### src/hdl/odg_pkg.sv
// Contract
// RQ1 - With the gain double select bit clear (its reset value) the downconverter output has unity gain.
// RQ2 - With the gain double select bit set the downconverter output is doubled (6.02 dB).
// RQ3 - Software enables the doubling only when the negative image is filtered out, else samples clip.
// RQ4 - Each absolute sample level at or above the in-phase threshold sets control bit 0 on I samples.
// RQ5 - A threshold T means a peak of 20*log10(T/256) dBFS, so T meets the top eight magnitude bits.
// RQ6 - Each absolute sample level at or above the quadrature threshold sets control bit 1 on Q samples.
// RQ7 - While the range pin enable is low all four range pins are low, otherwise they show detection.
// RQ8 - The range pin enable gates only the pins; control bits in the sample stream are always made.
// RQ9 - A range pin pulse lasts at least 8 * 2^exponent clock cycles, the exponent being 3 bits.
// RQ10 - A new crossing during a pulse restarts the stretch count.
// RQ11 - Preset source mode 0 uses the register selects, 1 separate pin pairs, 2 the first pair, 3 reserved.
package odg_pkg;

  localparam int ODG_ADDR_W = 12;
  localparam int ODG_DATA_W = 8;
  localparam logic [11:0] ODG_OFS_GAIN = 12'h210;
  localparam logic [11:0] ODG_OFS_THR_I = 12'h211;
  localparam logic [11:0] ODG_OFS_THR_Q = 12'h212;
  localparam logic [11:0] ODG_OFS_PIN_CFG = 12'h213;
  localparam logic [11:0] ODG_OFS_MODE = 12'h214;

  localparam logic [7:0] ODG_RST_GAIN = 8'h00;
  localparam logic [7:0] ODG_RST_THR_I = 8'hf2;
  localparam logic [7:0] ODG_RST_THR_Q = 8'hab;
  localparam logic [7:0] ODG_RST_PIN_CFG = 8'h07;
  localparam logic [7:0] ODG_RST_MODE = 8'h00;

  localparam int ODG_GAIN_DOUBLE_SELECT_BIT = 0;
  localparam int ODG_PIN_EN_BIT = 3;
  localparam int ODG_STRETCH_LSB = 0;
  localparam int ODG_STRETCH_W = 3;
  localparam int ODG_MODE_LSB = 0;
  localparam int ODG_MODE_W = 2;

  localparam int ODG_ADC_W = 12;
  localparam int ODG_DDC_W = 16;
  localparam int ODG_LEVEL_W = 8;
  localparam int ODG_STRETCH_BASE = 8;
  localparam int ODG_CNT_W = 11;
  localparam int ODG_FIFO_DEPTH = 16;
  localparam int ODG_SYNC_W = 2;

  typedef enum logic [1:0] {
    ODG_MODE_REG = 2'b00,
    ODG_MODE_PIN_SPLIT = 2'b01,
    ODG_MODE_PIN_SHARED = 2'b10,
    ODG_MODE_RSVD = 2'b11
  } odg_mode_e;

  typedef struct packed {
    logic signed [ODG_DDC_W-1:0] i;
    logic signed [ODG_DDC_W-1:0] q;
    logic ctl0;
    logic ctl1;
  } odg_sample_s;

endpackage

### src/hdl/odg_fifo.sv
`timescale 1ns/1ps
module odg_fifo #(
  parameter int W = 34,
  parameter int DEPTH = 16
) (
  input wire logic ref_clk,
  input wire logic rst_n,
  input wire logic ce,
  input wire logic in_valid,
  input wire logic [W-1:0] in_data,
  output logic in_ready_ff,
  output logic out_valid,
  output logic [W-1:0] out_data,
  input wire logic out_ready
);
  // Pointers wrap naturally, so DEPTH must be a power of two
  localparam int AW = $clog2(DEPTH);

  logic [W-1:0] mem [DEPTH];
  logic [AW-1:0] wr_ptr_ff;
  logic [AW-1:0] rd_ptr_ff;
  logic [AW:0] count_ff;
  logic [AW:0] nxt_count;
  logic push;
  logic pop;

  assign push = in_valid && in_ready_ff;
  assign out_valid = (count_ff != '0);
  assign pop = out_valid && out_ready;
  assign out_data = mem[rd_ptr_ff];

  always_comb begin
    case ({push, pop})
      2'b10: nxt_count = count_ff + (AW+1)'(1);
      2'b01: nxt_count = count_ff - (AW+1)'(1);
      default: nxt_count = count_ff;
    endcase
  end

  always_ff @(posedge ref_clk or negedge rst_n) begin
    if (!rst_n) begin
      wr_ptr_ff <= '0;
      rd_ptr_ff <= '0;
      count_ff <= '0;
      in_ready_ff <= 1'b1;
    end else if (ce) begin
      if (push) wr_ptr_ff <= wr_ptr_ff + AW'(1);
      if (pop) rd_ptr_ff <= rd_ptr_ff + AW'(1);
      count_ff <= nxt_count;
      in_ready_ff <= (nxt_count != (AW+1)'(DEPTH));
    end
  end

  // Data storage needs no reset; only control state does
  always_ff @(posedge ref_clk) begin
    if (ce && push) mem[wr_ptr_ff] <= in_data;
  end

endmodule

### src/hdl/odg_top.sv
`timescale 1ns/1ps
module odg_top import odg_pkg::*; #(
  parameter int FIFO_DEPTH = ODG_FIFO_DEPTH
) (
  input wire logic ref_clk,
  input wire logic rst_n,
  input wire logic ce,
  input wire logic reg_wr,
  input wire logic reg_rd,
  input wire logic [ODG_ADDR_W-1:0] reg_addr,
  input wire logic [ODG_DATA_W-1:0] reg_wdata,
  output logic [ODG_DATA_W-1:0] reg_rdata_ff,
  output logic reg_rvalid_ff,
  input wire logic adc_a_valid,
  input wire logic signed [ODG_ADC_W-1:0] adc_a_sample,
  input wire logic adc_b_valid,
  input wire logic signed [ODG_ADC_W-1:0] adc_b_sample,
  input wire logic ddc_in_valid,
  input wire logic signed [ODG_DDC_W-1:0] ddc_in_i,
  input wire logic signed [ODG_DDC_W-1:0] ddc_in_q,
  output logic ddc_in_ready,
  output logic ddc_out_valid_ff,
  output odg_sample_s ddc_out_ff,
  input wire logic ddc_out_ready,
  output logic chan_a_range_pin_0,
  output logic chan_a_range_pin_1,
  output logic chan_b_range_pin_0,
  output logic chan_b_range_pin_1,
  input wire logic [1:0] preset_pins_first,
  input wire logic [1:0] preset_pins_second,
  input wire logic [3:0] preset_register_select,
  output logic [1:0] active_preset_a_ff,
  output logic [1:0] active_preset_b_ff
);

  ////////////////////////////////////////////////////////////////////////////
  function automatic logic [ODG_LEVEL_W-1:0] abs_level(input logic signed [ODG_ADC_W-1:0] s);
    logic [ODG_ADC_W-1:0] mag;
    mag = s[ODG_ADC_W-1] ? ODG_ADC_W'(-s) : ODG_ADC_W'(s);
    // Full negative scale has no positive twin; pin it to the top level
    abs_level = mag[ODG_ADC_W-1] ? '1 : mag[ODG_ADC_W-2 -: ODG_LEVEL_W];
  endfunction

  function automatic logic signed [ODG_DDC_W-1:0] gain_apply(
    input logic signed [ODG_DDC_W-1:0] s,
    input logic dbl
  );
    if (!dbl) begin
      gain_apply = s;
    end else if (s[ODG_DDC_W-1] != s[ODG_DDC_W-2]) begin
      // Saturate rather than wrap when the doubled value clips
      gain_apply = s[ODG_DDC_W-1] ? {1'b1, {(ODG_DDC_W-1){1'b0}}} : {1'b0, {(ODG_DDC_W-1){1'b1}}};
    end else begin
      gain_apply = {s[ODG_DDC_W-2:0], 1'b0};
    end
  endfunction

  ////////////////////////////////////////////////////////////////////////////
  logic [7:0] gain_cfg_ff;
  logic [7:0] thr_i_ff;
  logic [7:0] thr_q_ff;
  logic [7:0] pin_cfg_ff;
  logic [7:0] mode_cfg_ff;

  logic gain_double_select;
  logic [ODG_LEVEL_W-1:0] inphase_level_threshold;
  logic [ODG_LEVEL_W-1:0] quadrature_level_threshold;
  logic range_pin_enable;
  logic [ODG_STRETCH_W-1:0] pulse_stretch_exponent;
  odg_mode_e preset_source_mode;

  assign gain_double_select = gain_cfg_ff[ODG_GAIN_DOUBLE_SELECT_BIT];
  assign inphase_level_threshold = thr_i_ff;
  assign quadrature_level_threshold = thr_q_ff;
  assign range_pin_enable = pin_cfg_ff[ODG_PIN_EN_BIT];
  assign pulse_stretch_exponent = pin_cfg_ff[ODG_STRETCH_LSB +: ODG_STRETCH_W];
  assign preset_source_mode = odg_mode_e'(mode_cfg_ff[ODG_MODE_LSB +: ODG_MODE_W]);

  // Reserved bits are plain read/write storage
  always_ff @(posedge ref_clk or negedge rst_n) begin
    if (!rst_n) begin
      gain_cfg_ff <= ODG_RST_GAIN;
      thr_i_ff <= ODG_RST_THR_I;
      thr_q_ff <= ODG_RST_THR_Q;
      pin_cfg_ff <= ODG_RST_PIN_CFG;
      mode_cfg_ff <= ODG_RST_MODE;
    end else if (ce && reg_wr) begin
      case (reg_addr)
        ODG_OFS_GAIN: gain_cfg_ff <= reg_wdata;
        ODG_OFS_THR_I: thr_i_ff <= reg_wdata;
        ODG_OFS_THR_Q: thr_q_ff <= reg_wdata;
        ODG_OFS_PIN_CFG: pin_cfg_ff <= reg_wdata;
        ODG_OFS_MODE: mode_cfg_ff <= reg_wdata;
        default: ;
      endcase
    end
  end

  always_ff @(posedge ref_clk or negedge rst_n) begin
    if (!rst_n) begin
      reg_rdata_ff <= '0;
      reg_rvalid_ff <= 1'b0;
    end else if (ce) begin
      reg_rvalid_ff <= reg_rd;
      if (reg_rd) begin
        case (reg_addr)
          ODG_OFS_GAIN: reg_rdata_ff <= gain_cfg_ff;
          ODG_OFS_THR_I: reg_rdata_ff <= thr_i_ff;
          ODG_OFS_THR_Q: reg_rdata_ff <= thr_q_ff;
          ODG_OFS_PIN_CFG: reg_rdata_ff <= pin_cfg_ff;
          ODG_OFS_MODE: reg_rdata_ff <= mode_cfg_ff;
          default: reg_rdata_ff <= '0;
        endcase
      end
    end
  end

  ////////////////////////////////////////////////////////////////////////////
  logic [ODG_LEVEL_W-1:0] level_a;
  logic [ODG_LEVEL_W-1:0] level_b;
  logic [3:0] hit;

  assign level_a = abs_level(adc_a_sample); // RQ5
  assign level_b = abs_level(adc_b_sample); // RQ5
  assign hit[0] = adc_a_valid && (level_a >= inphase_level_threshold); // RQ4
  assign hit[1] = adc_a_valid && (level_a >= quadrature_level_threshold); // RQ6
  assign hit[2] = adc_b_valid && (level_b >= inphase_level_threshold);
  assign hit[3] = adc_b_valid && (level_b >= quadrature_level_threshold);

  ////////////////////////////////////////////////////////////////////////////
  logic [ODG_CNT_W-1:0] stretch_len;
  logic [ODG_CNT_W-1:0] stretch_cnt_ff [4];
  logic [3:0] pin_ff;

  assign stretch_len = ODG_CNT_W'(ODG_STRETCH_BASE) << pulse_stretch_exponent; // RQ9

  always_ff @(posedge ref_clk or negedge rst_n) begin
    if (!rst_n) begin
      pin_ff <= '0;
      for (int k = 0; k < 4; k++) stretch_cnt_ff[k] <= '0;
    end else if (ce) begin
      for (int k = 0; k < 4; k++) begin
        if (hit[k]) begin
          stretch_cnt_ff[k] <= stretch_len - ODG_CNT_W'(1); // RQ10
        end else if (stretch_cnt_ff[k] != '0) begin
          stretch_cnt_ff[k] <= stretch_cnt_ff[k] - ODG_CNT_W'(1);
        end
        // Counting runs while disabled so enabling never shows a stale edge
        pin_ff[k] <= range_pin_enable && (hit[k] || stretch_cnt_ff[k] != '0); // RQ7 RQ9
      end
    end
  end

  assign chan_a_range_pin_0 = pin_ff[0];
  assign chan_a_range_pin_1 = pin_ff[1];
  assign chan_b_range_pin_0 = pin_ff[2];
  assign chan_b_range_pin_1 = pin_ff[3];

  ////////////////////////////////////////////////////////////////////////////
  logic [1:0] ctl_sticky_ff;
  logic take;
  odg_sample_s push_word;
  logic fifo_valid;
  odg_sample_s fifo_data;
  logic fifo_pop;

  assign take = ce && ddc_in_valid && ddc_in_ready;
  assign push_word.i = gain_apply(ddc_in_i, gain_double_select); // RQ1 RQ2
  assign push_word.q = gain_apply(ddc_in_q, gain_double_select); // RQ1 RQ2
  // Stream bits ignore the pin enable; a crossing in the take cycle is kept
  assign push_word.ctl0 = ctl_sticky_ff[0] || hit[0]; // RQ4 RQ8
  assign push_word.ctl1 = ctl_sticky_ff[1] || hit[1]; // RQ6 RQ8

  // Decimated stream: crossings between two samples collect here, set wins
  always_ff @(posedge ref_clk or negedge rst_n) begin
    if (!rst_n) begin
      ctl_sticky_ff <= '0;
    end else if (ce) begin
      ctl_sticky_ff <= (take ? 2'b00 : ctl_sticky_ff) | hit[1:0];
    end
  end

  assign fifo_pop = ce && (!ddc_out_valid_ff || ddc_out_ready);

  odg_fifo #(.W($bits(odg_sample_s)), .DEPTH(FIFO_DEPTH)) u_fifo (
    .ref_clk(ref_clk),
    .rst_n(rst_n),
    .ce(ce),
    .in_valid(ddc_in_valid),
    .in_data(push_word),
    .in_ready_ff(ddc_in_ready),
    .out_valid(fifo_valid),
    .out_data(fifo_data),
    .out_ready(fifo_pop)
  );

  always_ff @(posedge ref_clk or negedge rst_n) begin
    if (!rst_n) begin
      ddc_out_valid_ff <= 1'b0;
      ddc_out_ff <= '0;
    end else if (fifo_pop) begin
      ddc_out_valid_ff <= fifo_valid;
      if (fifo_valid) ddc_out_ff <= fifo_data;
    end
  end

  ////////////////////////////////////////////////////////////////////////////
  logic [ODG_SYNC_W-1:0] first_meta_ff;
  logic [ODG_SYNC_W-1:0] first_sync_ff;
  logic [ODG_SYNC_W-1:0] second_meta_ff;
  logic [ODG_SYNC_W-1:0] second_sync_ff;

  always_ff @(posedge ref_clk or negedge rst_n) begin
    if (!rst_n) begin
      first_meta_ff <= '0;
      first_sync_ff <= '0;
      second_meta_ff <= '0;
      second_sync_ff <= '0;
    end else if (ce) begin
      first_meta_ff <= preset_pins_first;
      first_sync_ff <= first_meta_ff;
      second_meta_ff <= preset_pins_second;
      second_sync_ff <= second_meta_ff;
    end
  end

  // Reserved mode keeps the last preset instead of guessing one
  always_ff @(posedge ref_clk or negedge rst_n) begin
    if (!rst_n) begin
      active_preset_a_ff <= '0;
      active_preset_b_ff <= '0;
    end else if (ce) begin
      case (preset_source_mode) // RQ11
        ODG_MODE_REG: begin
          active_preset_a_ff <= preset_register_select[1:0];
          active_preset_b_ff <= preset_register_select[3:2];
        end
        ODG_MODE_PIN_SPLIT: begin
          active_preset_a_ff <= first_sync_ff;
          active_preset_b_ff <= second_sync_ff;
        end
        ODG_MODE_PIN_SHARED: begin
          active_preset_a_ff <= first_sync_ff;
          active_preset_b_ff <= first_sync_ff;
        end
        default: ;
      endcase
    end
  end

  ////////////////////////////////////////////////////////////////////////////
  chk_unity_gain: assert property (@(posedge ref_clk) disable iff (!rst_n) // RQ1
    (take && !gain_double_select) |-> (push_word.i == ddc_in_i && push_word.q == ddc_in_q))
    else $error("unity gain not applied");

  chk_double_gain: assert property (@(posedge ref_clk) disable iff (!rst_n) // RQ2
    (take && gain_double_select && ddc_in_i[ODG_DDC_W-1] == ddc_in_i[ODG_DDC_W-2])
    |-> (push_word.i == ddc_in_i <<< 1))
    else $error("doubled gain wrong");

  chk_inphase_ctl: assert property (@(posedge ref_clk) disable iff (!rst_n) // RQ4
    (ce && adc_a_valid && level_a >= inphase_level_threshold && !take) |=> ctl_sticky_ff[0])
    else $error("in-phase crossing lost");

  chk_level_scale: assert property (@(posedge ref_clk) disable iff (!rst_n) // RQ5
    (!adc_a_sample[ODG_ADC_W-1]) |-> (level_a == adc_a_sample[ODG_ADC_W-2 -: ODG_LEVEL_W]))
    else $error("level scaling wrong");

  chk_quad_ctl: assert property (@(posedge ref_clk) disable iff (!rst_n) // RQ6
    (ce && adc_a_valid && level_a >= quadrature_level_threshold && !take) |=> ctl_sticky_ff[1])
    else $error("quadrature crossing lost");

  chk_pins_gated: assert property (@(posedge ref_clk) disable iff (!rst_n) // RQ7
    (ce && !range_pin_enable) |=> (pin_ff == 4'h0))
    else $error("range pin high while disabled");

  chk_ctl_ungated: assert property (@(posedge ref_clk) disable iff (!rst_n) // RQ8
    (take && hit[0] && !range_pin_enable) |-> push_word.ctl0)
    else $error("stream bit gated by pin enable");

  chk_stretch_load: assert property (@(posedge ref_clk) disable iff (!rst_n) // RQ9
    (ce && hit[0] && range_pin_enable)
    |=> (pin_ff[0] && stretch_cnt_ff[0] == $past(stretch_len) - ODG_CNT_W'(1)))
    else $error("stretch count not loaded");

  chk_stretch_hold: assert property (@(posedge ref_clk) disable iff (!rst_n) // RQ10
    (ce && range_pin_enable && stretch_cnt_ff[0] != '0) |=> pin_ff[0])
    else $error("pin dropped during stretch");

  chk_preset_mode: assert property (@(posedge ref_clk) disable iff (!rst_n) // RQ11
    (ce && preset_source_mode == ODG_MODE_PIN_SHARED)
    |=> (active_preset_a_ff == $past(first_sync_ff) && active_preset_b_ff == $past(first_sync_ff)))
    else $error("shared preset pins not used");

endmodule

### config.mk
export PLATFORM = sky130hd
export DESIGN_NAME = odg_top
export DESIGN_NICKNAME = d
export VERILOG_FILES = /design/src/hdl/odg_pkg.sv /design/src/hdl/odg_fifo.sv /design/src/hdl/odg_top.sv
export SDC_FILE = /design/constraint.sdc
export NUM_CORES = 1
export LEC_CHECK = 0
export BUFFER_PORTS_ARGS = -buffer_cell sky130_fd_sc_hd__buf_4
export CORE_MARGIN = 10
export CORE_UTILIZATION = 52
export CTS_BUF_LIST = sky130_fd_sc_hd__clkbuf_8
export DETAILED_ROUTE_END_ITERATION = 10
export PLACE_DENSITY = 0.7
export SLEW_MARGIN = 20
export SYNTH_ARGS = -nofsm -noshare
export SYNTH_HDL_FRONTEND = slang
export SYNTH_SLANG_ARGS = --single-unit
### constraint.sdc
create_clock -name ref_clk -period 7.9 [get_ports ref_clk]
set_clock_uncertainty 0.1 [all_clocks]
set_input_delay 0.79 -clock ref_clk [delete_from_list [all_inputs] [get_ports ref_clk]]
set_output_delay 0.79 -clock ref_clk [all_outputs]
set_load 0.05 [all_outputs]
# == Yosys cells after proc, flatten, opt, wreduce, memory -nomap -nowiden ==
# Memory sizes are Yosys's and may differ from the RTL's. A register that Yosys moved wholly into a read port is not among the register bits.
# Cells that the tools add are included.
# word_totals
reg_bits,126
mem_bits_rw,544
input_bits,93
output_inout_bits,53
word_cells,131
n_memories,1
# memory_table
name,depth,word_bits,rd,rd_clocked_by_memory_dff,write_ports,line,source
u_fifo.mem,16,34,1,1,1,odg_fifo.sv:19,logic [W-1:0] mem [DEPTH];
# classes
n_addsub,11
n_lt_le_gt_ge,4
n_eq_ne,12
shift,1
mux,25
bitwise_logic,1
reduce_logical,52
# op_table
op,n
16-bit two-way mux,6
11-bit two-way mux,8
12-bit by 10-bit equality test with 1-bit output (second input constant),5
11-bit by 1-bit subtractor with 11-bit output (second input constant),5
11-bit nonzero test,4
8-bit case mux with 5 select lines,1
8-bit greater-or-equal comparator,4
2-bit AND reduction,15
12-bit two-way mux,2
12-bit negation,2
8-bit two-way mux,2
1-bit logical AND,15
4-bit by 3-bit << shifter with 11-bit output (first input constant),1
5-bit case mux with 2 select lines,1
2-bit nonzero test,5
4-bit by 1-bit adder with 4-bit output (second input constant),2
1-bit logical OR,7
2-bit case mux with 3 select lines,1
5-bit by 1-bit adder with 5-bit output (second input constant),1
5-bit != test (second input constant),1
5-bit nonzero test,1
5-bit by 1-bit subtractor with 5-bit output (second input constant),1
2-bit by 1-bit equality test with 1-bit output (second input constant),2
2-bit equality test (second input constant),2
9 further kinds,12

# == Longest topological paths before layout ==
# depth
word_depth,7
depth_mapped,15

# == Hierarchy ==
# Synthesis repeated with hierarchy kept, for this count alone.
# unflattened
hier_cells,1753
area_unflattened_um2,29942.5
# modules_own_cells
module,instances,cells_per_inst,area_each_um2
odg_fifo,1,843,21398.0
odg_top,1,910,8544.4

# == Worst setup path after synthesis ==
# Ideal clock, no wire load.
# synth_timing
path_kind,input to register
from,input adc_b_sample[3]
to,register stretch_cnt_ff[2] (netlist name)
setup_ns,0.121
t_arrival_ns,4.811
required_time_ns,7.679
setup_slack_ns,2.868
path_stages,14
cell_sequence,or4_4 > or3_4 > or3_4 > or3_1 > or3b_1 > buf_2 > and2_4 > ha_1 > nand2b_1 > a2111o_1 > a32oi_1 > clkbuf_1 > o21ai_0 > a22o_1
# synth_between
elab_chain_cells,7
elab_cells_between_ends,8
# synth_rtl
item,line,source
start: declaration,odg_top.sv:17,"input wire logic signed [ODG_ADC_W-1:0] adc_b_sample,"
12-bit negation,odg_top.sv:39,mag = s[ODG_ADC_W-1] ? ODG_ADC_W'(-s) : ODG_ADC_W'(s);
12-bit two-way mux *,odg_top.sv:39,
8-bit two-way mux *,odg_top.sv:41,abs_level = mag[ODG_ADC_W-1] ? '1 : mag[ODG_ADC_W-2 -: ODG_LEVEL_W];
8-bit greater-or-equal comparator *,odg_top.sv:128,assign hit[3] = adc_b_valid && (level_b >= quadrature_level_threshold);
1-bit logical AND *,odg_top.sv:128,
2-bit nonzero test (no source line),--,
2-bit AND reduction (no source line),--,
end signal: indexed assignment,odg_top.sv:144,stretch_cnt_ff[k] <= stretch_len - ODG_CNT_W'(1);
end signal: indexed assignment,odg_top.sv:146,stretch_cnt_ff[k] <= stretch_cnt_ff[k] - ODG_CNT_W'(1);
end: declaration,odg_top.sv:132,logic [ODG_CNT_W-1:0] stretch_cnt_ff [4];
# Every way passes the cells marked *; elsewhere a longest branch is shown, timed or not.
# A chain may end at the register's enable or synchronous reset.

# == Worst setup path after layout ==
# layout_timing
from,input adc_b_sample[3]
to,register stretch_cnt_ff[16] (netlist name)
# layout_between
elab_chain_cells,7
elab_cells_between_ends,8
# layout_rtl
item,line,source
12-bit negation,odg_top.sv:39,
12-bit two-way mux *,odg_top.sv:39,
8-bit two-way mux *,odg_top.sv:41,
8-bit greater-or-equal comparator *,odg_top.sv:127,assign hit[2] = adc_b_valid && (level_b >= inphase_level_threshold);
1-bit logical AND *,odg_top.sv:127,
2-bit nonzero test (no source line),--,
2-bit AND reduction (no source line),--,
# Marked as above.

==> metrics.md <==
| Metric | Value |
|---|---|
| Clock latency on the worst-skew pair | 0.71 ns |
| Routed WL per cell | between 20 and 25 um |
| Max_slew headroom | between 20% and 30% |
| IO Pins | between 100 and 150 |
| HP Start | preset_pins_second[1] |
| Pin count of the biggest net entering global routing | 73 |
| Unique cell type count in the Yosys netlist | 67 |
| CTS Buffer Depth | 3 |
| Final worst path period share | between 50% and 60% |
| Initial Util | roughly 53% |
| LEAKAGE | 12.7 nW |
| Syn_nets | about 2000 |
| P_sw | 3.27 mW |
| Die area | 67200 um2 |
| Kind of critical path | in2reg |
| Pwr Density | 306 nW/um2 |
| Crit-path slowest cell | nor2b_1 |
| CTS Hold Bufs | 1 |
| Status | complete, no violations |
| HPWL after DPL | around 40000 um |
| Die Wd | 259 um |
| Total GRT Usage | between 20% and 30% |
| Max Slew Vio Count | 0 |
| RR Endpoint | u_fifo.in_ready_ff |
| Yosys warning total | 0 |
| Commonest non-fill, non-tap cell in the layout | edfxtp_1 |
| Sequential cell area | 20400 um2 |
| Vias in the first global route | ~18000 |
| Die Y | ~260 um |
| Standard-cell rows | 87 |
| Hold endpoint | second_meta_ff[1] |
| Final hold vios | 0 |
| Vias post-DR | between 15000 and 20000 |
| Reg2reg start | u_fifo.count_ff[0] |
| Critical Path Max Stage Delay | about 0.62 ns |
| Layout cells sized above 1 | between 20% and 30% |
| HP Class | in2reg |
| H-tree levels | 3 |
| Internal | slightly above 7 mW |
| Commonest cells after routing, fill and taps aside | edfxtp_1 (544), buf_4 (179), dfrtp_1 (142) |
| Worst vdd ir | 0.194 mV |
| Port bufs | ~150 |
| Starting DRC count in detailed routing | between 1500 and 2000 |
| Number of synthesized flops with an enable pin | roughly 540 |
| Synthesized area per cell | approximately 16 um2 |
| CP Data Required Time | 8.37 ns |
| Sequential fraction of the synthesis area | between 60% and 70% |
| Data arrival time of the worst path | just over 5 ns |
| Combinational power share | between 20 and 30% |
| Worst slew pin tran | between 1 and 1.5 ns |
| # nets final | roughly 2200 |
| Area delta synth->final | 14.3% |
| Vias per cell | about 6.0 |
| Hold path cells | 2 |
| Max capacitance violation total | 0 |
| Critical path launch point type | input pin |
| Critical-path maximum fanout | 11 |
| Routed Wire Length | between 60000 and 70000 um |
| Root Buffer | clkbuf_8 |
| TritonCTS clock tree | yes |
| RSZ-0062 raised after global routing | no |
| Post-Synthesis Cells | 1828 |
| FMAX | 217 MHz |
| Core Util, Final | around three fifths |
| GP Congestion | ~0.9 |
| CP dominant cell by count | or3_4 |
| TritonCTS Buffers | between 100 and 150 |
| Number of fill cells | 4243 |
| Post-synthesis register bit count | 704 |
| DRC viols | 0 |
| Post-CTS Setup Bufs | 0 |
| GR Overflow Total | 0 |
| Drt pass-1 iters | 7 |
| First-pass GRT wire length | 106000 um |
| Synth async-reset ratio | between 20% and 30% |
| FF-to-FF setup slack | 4.10 ns |
| Core area | about 56000 um2 |
| Ys flop type | edfxtp_1 |
| Resize count post-CTS | 0 |
| Final TNS setup | 0 ns |
| Footprint of the multi-input gates | between 9000 and 10000 um2 |
| Post-DRT Antenna Nets | 0 |
| # clock sinks | 704 |
| Initial antenna violation count | 1 |
| Clk pwr share | around 28% |
| Final Critical Period | 4.61 ns |
| Clk pin slew, worst setup/hold paths | roughly 0.06 ns |
| Worst reg2reg path depth | 14 |
| Crit-path cells | buf_4 > or4_4 > or3_4 > or3_4 > or3_1 > or3b_1 > and2_4 > ha_1 > nand2b_1 > a31oi_1 > o311a_1 > nor2b_1 > o21ai_0 > a211o_1 |
| Crit path capture type | flip-flop |
| Seq pwr share | ~46% |
| Hold_ws | about 0.23 ns |
| Final setup violation count | 0 |
| Net Sw Frac | a little under a third |
| Synthesized cell area | about 30000 um2 |
[worst max path at each step]
stage                               start                 end  slack [ns]  cells after the start
after floorplan           adc_b_sample[3]   stretch_cnt_ff[2]        2.87                     14
after global placement    adc_b_sample[3]  stretch_cnt_ff[16]        2.75                     14
after detailed placement  adc_b_sample[3]  stretch_cnt_ff[16]        2.64                     14
after CTS                 adc_b_sample[3]  stretch_cnt_ff[16]        3.38                     14
after global routing      adc_b_sample[3]  stretch_cnt_ff[16]        3.00                     14
final                     adc_b_sample[3]  stretch_cnt_ff[16]        3.29                     14
[metal layers]
| layer | track usage (%) | share of wire [%] | vias up |
|---|---|---|---|
| met5 | 0 | 0 | - |
| met4 | 7.24 | 2.1 | 0 |
| met3 | 3.58 | 6.7 | 92 |
| met2 | 33.5 | 49 | 628 |
| met1 | 28.1 | 42 | 8908 |
| li1 | - | - | 7602 |
[Yosys cell counts, drive strengths merged (3+ instances only)]
cell type,number,area share [%]
a2111o,3,0.11
a211o,3,0.088
a211oi,17,0.43
a21boi,7,0.18
a21o,15,0.38
a21oi,94,1.6
a22o,5,0.15
a22oi,4,0.10
a31oi,4,0.084
a32oi,3,0.088
and2,20,0.44
buf,25,0.33
clkbuf,67,0.84
dfrtp,146,12
dfstp,14,1.2
edfxtp,544,55
ha,54,2.3
inv,37,0.47
mux2,38,1.4
mux2i,89,3.0
mux4,136,10
nand2,121,1.5
nand2b,22,0.46
nand3,15,0.25
nand4,10,0.21
nor2,102,1.3
nor2b,4,0.084
nor3,20,0.35
nor3b,6,0.15
nor4,5,0.11
nor4b,6,0.20
o21a,5,0.13
o21ai,59,0.99
o221ai,34,1.0
o22a,3,0.088
o22ai,10,0.21
o31ai,6,0.15
o32ai,3,0.088
o41ai,3,0.11
or2,4,0.084
or3,12,0.32
or3b,3,0.088
or4,8,0.23
xnor2,11,0.32
xor2,14,0.41
[sequential cells by signal (all words and copies together), names as in the netlist]
register / flops
active_preset_a_ff: 2
active_preset_b_ff: 2
ctl_sticky_ff: 2
ddc_out_ff: 34
ddc_out_valid_ff: 1
first_meta_ff: 2
first_sync_ff: 2
gain_cfg_ff: 8
inphase_level_threshold: 8
mode_cfg_ff: 8
pin_cfg_ff: 8
pin_ff: 4
quadrature_level_threshold: 8
reg_rdata_ff: 8
reg_rvalid_ff: 1
second_meta_ff: 2
second_sync_ff: 2
stretch_cnt_ff: 44
u_fifo.count_ff: 5
u_fifo.in_ready_ff: 1
u_fifo.mem: 544
u_fifo.rd_ptr_ff: 4
u_fifo.wr_ptr_ff: 4
[through the flow]
stage / cell area, um2 / power (mW) / std cells / setup WS (ns)
floorplan: 29800 / 6.73 / 1828 / 2.87
global route: 34000 / 10.9 / 2880 / 3.00
detailed placement: 31800 / 7.54 / 2671 / 2.64
global placement: 31800 / 7.47 / 2671 / 2.75
finish: 34000 / 10.4 / 2880 / 3.29
CTS: 33900 / 10.5 / 2877 / 3.38
[cells by family (layout without fill, tap and decap cells)]
kind of cell	count (synthesis)	count (layout)	share of synthesized area [%]
AOI/OAI and AO/OA	289	289	6.29
xor gates and xnor gates	25	25	0.735
adders and majority gates	55	55	2.34
buffers and inverters	130	425	1.65
muxes	263	263	14.7
DFF	704	704	68.4
other	0	1	0
and+or+nand+nor	362	362	5.89
[power groups by stage]
stage | Sequential [mW] | Clock (mW) | Combinational [mW]
2_1_floorplan | 4.93 | 0 | 1.80
5_1_grt | 4.84 | 3.18 | 2.86
3_5_place_dp | 4.86 | 0 | 2.68
6_report | 4.79 | 2.95 | 2.66
4_1_cts | 4.79 | 3.01 | 2.69
3_3_place_gp | 4.84 | 0 | 2.63
[critical path, delay by kind of cell]
kind | cells | cell delay [ns]
AO/OA/AOI/OAI | 4 | 0.96
buffers and inverters | 1 | 0.12
adder cells (fa/ha/maj) | 1 | 0.27
AND/OR/NAND/NOR | 8 | 2.95
[area by class of cell]
class | count | share of cell area (%)
Clock buffer | 130 | 5.26
Multi-Input combinational cell | 994 | 26.5
Timing Repair Buffer | 182 | 4.03
Tap cell | 756 | 2.78
Clock inverter | 75 | 1.13
Antenna cell | 1 | 0.00736
Inverter | 38 | 0.419
Sequential cell | 704 | 59.9
Power figures use the tool's default switching activity.
